===== src/hdl/acc_consts.vh =====
// Notes on behaviour
// - writing control one aborts any conversion and, with software trigger, starts anew unless channel is all ones
// - done flag sets per conversion, or only on true compare when compare enabled
// - done flag is read-only; cleared by control one write or low result read
// - done flag setting with irq enable high raises the interrupt request
// - continuous off: one conversion per software write or hardware trigger
// - continuous on: back-to-back conversions after write or hardware trigger
// - channel codes 0..27 analog inputs, 29 high ref, 30 low ref, 28 reserved
// - channel all ones powers converter off; no extra conversion follows
// - single mode drops to low power by itself after completion
// - active bit sets on start, clears on completion or abort
// - trigger select 0 software write, 1 hardware trigger input
// - compare enable bit turns automatic compare on or off
// - compare direction 0 less than, 1 greater or equal
// - upper result holds bits 9:8 in 10-bit mode, zero in 8-bit mode
// - result registers update unless compare enabled and condition false
// - 10-bit: upper read blocks transfers until lower read; results dropped
// - 8-bit: no interlock between upper and lower result reads
// - changing resolution mode makes upper result contents invalid
// - mode 00 is 8-bit, 10 is 10-bit, 01 and 11 reserved
// - compare uses high compare bits only in 10-bit mode
`ifndef ACC_CONSTS_VH
`define ACC_CONSTS_VH
`define ACC_OFS_CS1   3'h0
`define ACC_OFS_CS2   3'h1
`define ACC_OFS_RH    3'h2
`define ACC_OFS_RL    3'h3
`define ACC_OFS_CVH   3'h4
`define ACC_OFS_CVL   3'h5
`define ACC_OFS_CFG   3'h6
`define ACC_B_DONE    7
`define ACC_B_IEN     6
`define ACC_B_CONT    5
`define ACC_B_ACT     7
`define ACC_B_TRG     6
`define ACC_B_CFE     5
`define ACC_B_CGE     4
`define ACC_CH_OFF    5'h1F
`define ACC_MODE_8    2'h0
`define ACC_MODE_10   2'h2
`define ACC_RST_CS1   8'h1F
`define ACC_RST_ZERO  8'h00
`endif


===== src/hdl/acc_adc_ctrl.v =====
// The placing of the registers and strobed register access were decided locally.
`timescale 1ns/10ps
`default_nettype none
`include "acc_consts.vh"
module acc_adc_ctrl (
    input  wire        mclk,          // bus clock 25 MHz
    input  wire        arst_n,        // async reset, active low
    input  wire [2:0]  addr,          // register index
    input  wire [7:0]  wdata,         // write data
    input  wire        wr,            // write strobe
    input  wire        rd,            // read strobe
    output reg  [7:0]  rdata,         // read data, cycle after rd
    input  wire        hw_trigger_in, // trigger pulse from counter
    output reg         conv_start,    // pulse: core starts conversion
    output reg  [4:0]  core_channel,  // channel to the core
    output reg         core_power,    // core powered
    output reg         core_ten_bit,  // core in 10-bit mode
    input  wire        core_done,     // pulse: core result ready
    input  wire [9:0]  core_result,   // core result word
    output reg         irq            // conversion complete request
);

    reg [7:0] cs1_r;      // irq en, cont, channel (bit 7 unused)
    reg       done_r;
    reg [7:0] cs2_r;      // trg, cfe, cge (bits 7 and 3:0 unused)
    reg       active_r;
    reg [1:0] cvh_r;
    reg [7:0] cvl_r;
    reg [7:0] cfg_r;
    reg [9:0] res_r;
    reg       lock_r;
    reg       trg_s1_r;
    reg       trg_s2_r;
    reg       trg_d_r;
    reg       armed_r;    // continuous run in progress

    ////////////////////////////////////////////////////////////////////////
    // decode
    wire       wr_cs1   = wr && (addr == `ACC_OFS_CS1);
    wire       rd_rh    = rd && (addr == `ACC_OFS_RH);
    wire       rd_rl    = rd && (addr == `ACC_OFS_RL);
    wire [4:0] chan     = cs1_r[4:0];
    wire       ten_bit  = (cfg_r[3:2] == `ACC_MODE_10);
    wire       hw_mode  = cs2_r[`ACC_B_TRG];
    wire       cont     = cs1_r[`ACC_B_CONT];
    wire       trg_edge = trg_s2_r && !trg_d_r;

    ////////////////////////////////////////////////////////////////////////
    // compare: high bits only take part in 10-bit mode
    wire [9:0] res_m    = ten_bit ? core_result
                                  : {2'h0, core_result[7:0]};
    wire [9:0] cmp_v    = ten_bit ? {cvh_r, cvl_r}
                                  : {2'h0, cvl_r};
    wire       lt       = res_m < cmp_v;
    wire       cmp_ok   = cs2_r[`ACC_B_CGE] ? !lt : lt;
    wire       pass     = !cs2_r[`ACC_B_CFE] || cmp_ok;
    wire       done_ev  = core_done && active_r && !wr_cs1;

    ////////////////////////////////////////////////////////////////////////
    // start requests: a write restarts in software trigger mode unless the channel is off
    wire       wr_off   = (wdata[4:0] == `ACC_CH_OFF);
    wire       sw_start = wr_cs1 && !wr_off && !hw_mode;
    wire       hw_start = hw_mode && trg_edge && chan != `ACC_CH_OFF
                          && !active_r && !wr_cs1;
    // continuous mode chains the next conversion on completion
    wire       chain    = done_ev && cont && chan != `ACC_CH_OFF;

    ////////////////////////////////////////////////////////////////////////
    // trigger synchroniser and edge detect
    always @(posedge mclk or negedge arst_n) begin
        if (!arst_n) begin
            trg_s1_r <= 1'b0;
            trg_s2_r <= 1'b0;
            trg_d_r  <= 1'b0;
        end else begin
            trg_s1_r <= hw_trigger_in;
            trg_s2_r <= trg_s1_r;
            trg_d_r  <= trg_s2_r;
        end
    end

    ////////////////////////////////////////////////////////////////////////
    // registers written by software
    always @(posedge mclk or negedge arst_n) begin
        if (!arst_n) begin
            cs1_r <= `ACC_RST_CS1;
            cs2_r <= `ACC_RST_ZERO;
            cvh_r <= 2'h0;
            cvl_r <= `ACC_RST_ZERO;
            cfg_r <= `ACC_RST_ZERO;
        end else if (wr) begin
            case (addr)
                `ACC_OFS_CS1: cs1_r <= {1'b0, wdata[6:0]};
                // reserved low bits are kept zero regardless
                `ACC_OFS_CS2: cs2_r <= {1'b0, wdata[6:4], 4'h0};
                `ACC_OFS_CVH: cvh_r <= wdata[1:0];
                `ACC_OFS_CVL: cvl_r <= wdata;
                `ACC_OFS_CFG: cfg_r <= wdata;
                default:      cfg_r <= cfg_r;
            endcase
        end
    end

    ////////////////////////////////////////////////////////////////////////
    // conversion sequencing: active, continuous run, core start
    always @(posedge mclk or negedge arst_n) begin
        if (!arst_n) begin
            active_r   <= 1'b0;
            armed_r    <= 1'b0;
            conv_start <= 1'b0;
        end else begin
            conv_start <= sw_start || hw_start || chain;
            if (wr_cs1) begin
                // abort; restart only for a live channel in sw mode
                active_r <= sw_start;
                armed_r  <= sw_start && wdata[`ACC_B_CONT];
            end else if (hw_start) begin
                active_r <= 1'b1;
                armed_r  <= cont;
            end else if (done_ev) begin
                // single mode stops here and idles the core
                active_r <= chain;
                armed_r  <= chain;
            end
        end
    end

    ////////////////////////////////////////////////////////////////////////
    // core control outputs
    always @(posedge mclk or negedge arst_n) begin
        if (!arst_n) begin
            core_channel <= `ACC_CH_OFF;
            core_power   <= 1'b0;
            core_ten_bit <= 1'b0;
        end else begin
            core_channel <= chan;
            // all ones isolates the input; idle core sleeps
            core_power   <= chan != `ACC_CH_OFF &&
                            (active_r || armed_r);
            core_ten_bit <= ten_bit;
        end
    end

    ////////////////////////////////////////////////////////////////////////
    // result transfer and read interlock; a mode change invalidates
    // the held value, so it is simply left stale
    always @(posedge mclk or negedge arst_n) begin
        if (!arst_n) begin
            res_r  <= 10'h000;
            lock_r <= 1'b0;
        end else begin
            if (done_ev && pass && !lock_r)
                res_r <= res_m;
            if (rd_rl || !ten_bit)
                lock_r <= 1'b0;
            else if (rd_rh)
                lock_r <= 1'b1;
        end
    end

    ////////////////////////////////////////////////////////////////////////
    // done flag: the set wins over a lower-result read in the same cycle;
    // a control write aborts the conversion so nothing can set then
    always @(posedge mclk or negedge arst_n) begin
        if (!arst_n) begin
            done_r <= 1'b0;
            irq    <= 1'b0;
        end else begin
            if (done_ev && pass)
                done_r <= 1'b1;
            else if (wr_cs1 || rd_rl)
                done_r <= 1'b0;
            irq <= cs1_r[`ACC_B_IEN] &&
                   ((done_ev && pass) || (done_r && !wr_cs1 && !rd_rl));
        end
    end

    ////////////////////////////////////////////////////////////////////////
    // read port: data in the cycle after the strobe
    always @(posedge mclk or negedge arst_n) begin
        if (!arst_n) begin
            rdata <= 8'h00;
        end else if (rd) begin
            case (addr)
                `ACC_OFS_CS1: rdata <= {done_r, cs1_r[6:0]};
                `ACC_OFS_CS2: rdata <= {active_r, cs2_r[6:0]};
                `ACC_OFS_RH:  rdata <= {6'h00, res_r[9:8]};
                `ACC_OFS_RL:  rdata <= res_r[7:0];
                `ACC_OFS_CVH: rdata <= {6'h00, cvh_r};
                `ACC_OFS_CVL: rdata <= cvl_r;
                `ACC_OFS_CFG: rdata <= cfg_r;
                default:      rdata <= 8'h00;  // unmapped reads zero
            endcase
        end else begin
            rdata <= 8'h00;
        end
    end

endmodule // acc_adc_ctrl
`default_nettype wire


===== config.mk =====
export PLATFORM = sky130hd
export DESIGN_NAME = acc_adc_ctrl
export DESIGN_NICKNAME = d
export VERILOG_FILES = /design/src/hdl/acc_adc_ctrl.v
export VERILOG_INCLUDE_DIRS = /design/src /design/src/hdl
export SDC_FILE = /design/constraint.sdc
export NUM_CORES = 1
export LEC_CHECK = 0
export BUFFER_PORTS_ARGS = -buffer_cell sky130_fd_sc_hd__buf_4
export CORE_UTILIZATION = 55
export DETAILED_ROUTE_END_ITERATION = 16
export GPL_TIMING_DRIVEN = 0
export PLACE_DENSITY_LB_ADDON = 0.05
export REMOVE_ABC_BUFFERS = 1
export SKIP_LAST_GASP = 1
export SYNTH_ARGS = -nofsm -noshare
export SYNTH_HDL_FRONTEND = slang
export SYNTH_SLANG_ARGS = --single-unit

===== constraint.sdc =====
create_clock -name mclk -period 6.2 [get_ports mclk]
set_clock_uncertainty 0.1 [all_clocks]
set_input_delay 0 -clock mclk [delete_from_list [all_inputs] [get_ports mclk]]
set_output_delay 0 -clock mclk [all_outputs]
set_load 0.05 [all_outputs]

==> summary.log <==
INFO  status         run_status=completed
INFO  placement      dpl.cell_count=343
INFO  critical_path  cp.required=6.31ns
INFO  sta            drv_slew=0
INFO  final_layout   diodes=0
INFO  placement      place_ws=3.04ns
INFO  global_routing grt_first_pass_wirelength=10.4mm
INFO  clocking       tritoncts_clock_tree=yes
INFO  power_and_ir_drop internal_power=0.804mW
INFO  sta            max_freq=309MHz
INFO  sta            worst-slew-pin-transition=0.764ns
INFO  sta            report.final.setup_viol=0
INFO  final_layout   n_fill_cell=353
INFO  sta            max_slew_margin=49.1%
INFO  run            max_cap_violations=0
INFO  power_and_ir_drop netSwitchingFraction=31.7%
INFO  floorplan      design.core.area=4850µm²
INFO  yosys          edff_count_synth=0
INFO  power_and_ir_drop total_switching_power=0.373mW
INFO  global_routing antenna_found_initial=0
INFO  critical_path  timing.critical_path.cells=nor2b_1, and2_1, ha_1, a21oi_1, o21ai_1, mux2i_1, a211o_1, nor3_4, mux2_2
INFO  detailed_routing routed_via_density=5.66
INFO  power_and_ir_drop total_power_of_the_final_layout=1.18mW
INFO  critical_path  cpLargestDelayFamily=simple AND/OR/NAND/NOR gates
INFO  floorplan      die_boundary_width=74.1µm
INFO  power_and_ir_drop power-per-cell-area=326nW/µm²
INFO  detailed_routing detailedRoute.firstPassIterationCount=4
INFO  detailed_routing drt_iter0_markers=116
INFO  clocking       cts.htree.levels=3
INFO  critical_path  critical_path_peak_fanout=10
INFO  sta            rsz_0062_raised_after_global_routing=no
INFO  critical_path  cp-end-kind=register
INFO  detailed_routing drt-wirelength-per-cell=16.8µm
INFO  clocking       cts_repair_resize_count=0
INFO  hold_path      timing.hold.worst.class=in -> reg
INFO  yosys          synth_flop_cell=dfrtp_1
INFO  final_layout   finish.cell_count_without_fillers=380
INFO  clocking       cts.sinks=62
INFO  critical_path  critical_path.slowest_cell=nor3_4
INFO  global_routing gr-total-overflow=0
INFO  sta            timing.setup.tns=0ns
INFO  clocking       clk_pin_slew_worst_paths=0.06ns
INFO  yosys          synth.ff_latch_count=62
INFO  sta            final_critical_path_setup_slack=2.97ns
INFO  final_layout   final_design_area_no_fill=3610µm²
INFO  power_and_ir_drop vdd.ir_drop.worst=0.213mV
INFO  yosys          syn_area=2860µm²
INFO  floorplan      die-area=5500µm²
INFO  yosys          syn-instance-count=243
INFO  yosys          synthArstFlopShare=100%
INFO  placement      gpl.final_weighted_congestion=0.792
INFO  yosys          synth-warning-count=0
INFO  clocking       worstSkewPairLatency=0.32ns
INFO  detailed_routing drc=0
INFO  sta            layout_worst_path_cycle_share=52.1%
INFO  power_and_ir_drop combPwrFrac=26.9%
INFO  power_and_ir_drop power_frac_seq=48.5%
INFO  detailed_routing routed_wirelength=6.37mm
INFO  clocking       cts_root_buf=clkbuf_8
INFO  global_routing groute.usage.overall=26.3%
INFO  floorplan      floorplan.initialDensity=59.0%
INFO  power_and_ir_drop pwr-share-clk=24.6%
INFO  floorplan      std_cell_rows=25
INFO  floorplan      dieHeight=74.1µm
INFO  yosys          yosysUniqueCellTypes=38
INFO  final_layout   areaGrowthSynthToFinish=26.3%
INFO  global_routing grt_pass1_vias=2,155
INFO  clocking       clock_path_buffers=2
INFO  critical_path  arrival=3.34ns
INFO  critical_path  setup_crit_start_kind=register
INFO  sta            period_minus_slack=3.23ns
INFO  critical_path  critPathMaxStageDelay=0.49ns
INFO  detailed_routing route.vias.total=2,150
INFO  final_layout   post-route-util=74.6%
INFO  global_routing grt_max_degree=63
INFO  final_layout   post_route_cells_drive_above_1_share=33.2%
INFO  sta            hold-worst-slack=0.0341ns
INFO  placement      place_area=3230µm²
INFO  critical_path  setup.worst_path.class=reg -> reg
INFO  critical_path  critical_path_buffer_and_inverter_count=0
INFO  power_and_ir_drop static-leakage-power=1.67nW
INFO  yosys          syn_area_per_cell=11.8µm²
INFO  yosys          synth-seq-area-share=54.7%
INFO  final_layout   fin_nets=346
INFO  placement      io_buffers=43
INFO  floorplan      design.portCount=44
INFO  detailed_routing antenna_violating_nets_post_route=0
INFO  placement      detailedPlacementHpwl=4.31mm
INFO  sta            hold_violations=0
INFO  clocking       tritoncts.num_buffers=9
==> area by class of cell <==
| cell class | count | area [µm²] | area share (%) |
|---|---|---|---|
| clock buffer | 12 | 145 | 4.02 |
| multi-input combinational | 164 | 1230 | 34.1 |
| tap | 67 | 83.8 | 2.32 |
| clock inverter | 2 | 10.0 | 0.277 |
| timing repair buffer | 66 | 553 | 15.3 |
| inverter | 7 | 26.3 | 0.727 |
| sequential | 62 | 1560 | 43.3 |
==> worst paths after layout <==
kind	from	to	slack [ns]	cells after the start
max in group asynchronous	arst_n	res_r[8]$_DFFE_PN0P_	5.31	2
min reg2reg	trg_s1_r$_DFF_PN0_	trg_s2_r$_DFF_PN0_	0.26	0
min in group asynchronous	arst_n	res_r[9]$_DFFE_PN0P_	0.19	2
max	cfg_r[2]$_DFFE_PN0P_	res_r[3]$_DFFE_PN0P_	2.97	9
min	addr[0]	lock_r$_DFFE_PN0P_	0.03	3
max reg2reg	cfg_r[2]$_DFFE_PN0P_	res_r[3]$_DFFE_PN0P_	2.97	9
==> kinds of logic (layout without fill, tap and decap cells) <==
group,after synthesis,in the layout,synth area share [%]
mux,42,42,16.4
flops,62,62,54.7
fa+ha+maj,9,9,3.94
buf+inv,17,87,2.27
compound gates,44,44,10.9
simple gates,69,69,11.8
==> synth_stat cells (all sizes together), types with 2 or more instances <==
cell    instances  area share, %
mux2i           5            1.7
a22oi           6            1.6
nor3            2           0.92
inv             7           0.92
a221oi          6            1.8
a211oi         10            2.6
or3             2           0.44
ha              9            3.9
clkbuf          8            1.0
nand4           2           0.44
nor2           12            1.6
dfstp          10            9.2
nand2b          2           0.44
dfrtp          52             45
nand2          33            4.3
and2            4           0.87
mux2           37             15
buf             2           0.31
o21ai           6            1.0
nor3b           2           0.52
nand3           4           0.70
a211o           2           0.61
nor2b           3           0.66
a21oi           7            1.2
==> cell usage in the layout (no fill, tap or decap), types with 7 or more instances in the layout <==
cell / n
ha_1: 9
dfstp_2: 10
inv_1: 7
a211oi_1: 10
buf_4: 43
nor2_1: 12
dfrtp_1: 52
mux2_2: 36
a21oi_1: 7
clkbuf_8: 10
dlygate4sd3_1: 23
nand2_1: 33
==> metal layers <==
| layer | global-route usage (%) | share of wire, % | routed length [µm] |
|---|---|---|---|
| met1 | 35.3 | 46 | 2950 |
| met2 | 41.6 | 49 | 3090 |
| met3 | 5.01 | 4.1 | 262 |
| met4 | 11.8 | 0.96 | 61 |
| met5 | 0 | 0 | 0 |
==> registers in the layout, summed over array words and instances (netlist names), 2 cells and up <==
signal        cells
cfg_r             8
core_channel      5
cs1_r             7
cs2_r             3
cvh_r             2
cvl_r             8
rdata             8
res_r            10
==> timing repair <==
item,CTS,global route
setup buffers,0,0
hold buffers,23,0
hold endpoints to repair,101,0
==> worst reg2reg max path, delay by kind of cell, from the launching register on <==
family / cells / cell delay, ns
AND/OR/NAND/NOR: 3 / 1.12
adder cells (fa/ha/maj): 1 / 0.27
AO/OA/AOI/OAI: 3 / 0.65
multiplexers: 2 / 0.57
flip-flops: 1 / 0.41
==> power by group through the flow <==
stage,clock network (mW),logic [mW],registers (mW)
floorplan,0,0.157,0.612
global placement,0,0.296,0.572
detailed placement,0,0.303,0.575
CTS,0.293,0.316,0.569
global route,0.318,0.343,0.581
finish,0.289,0.316,0.571
No activity file was read; power rests on OpenSTA's default activity.
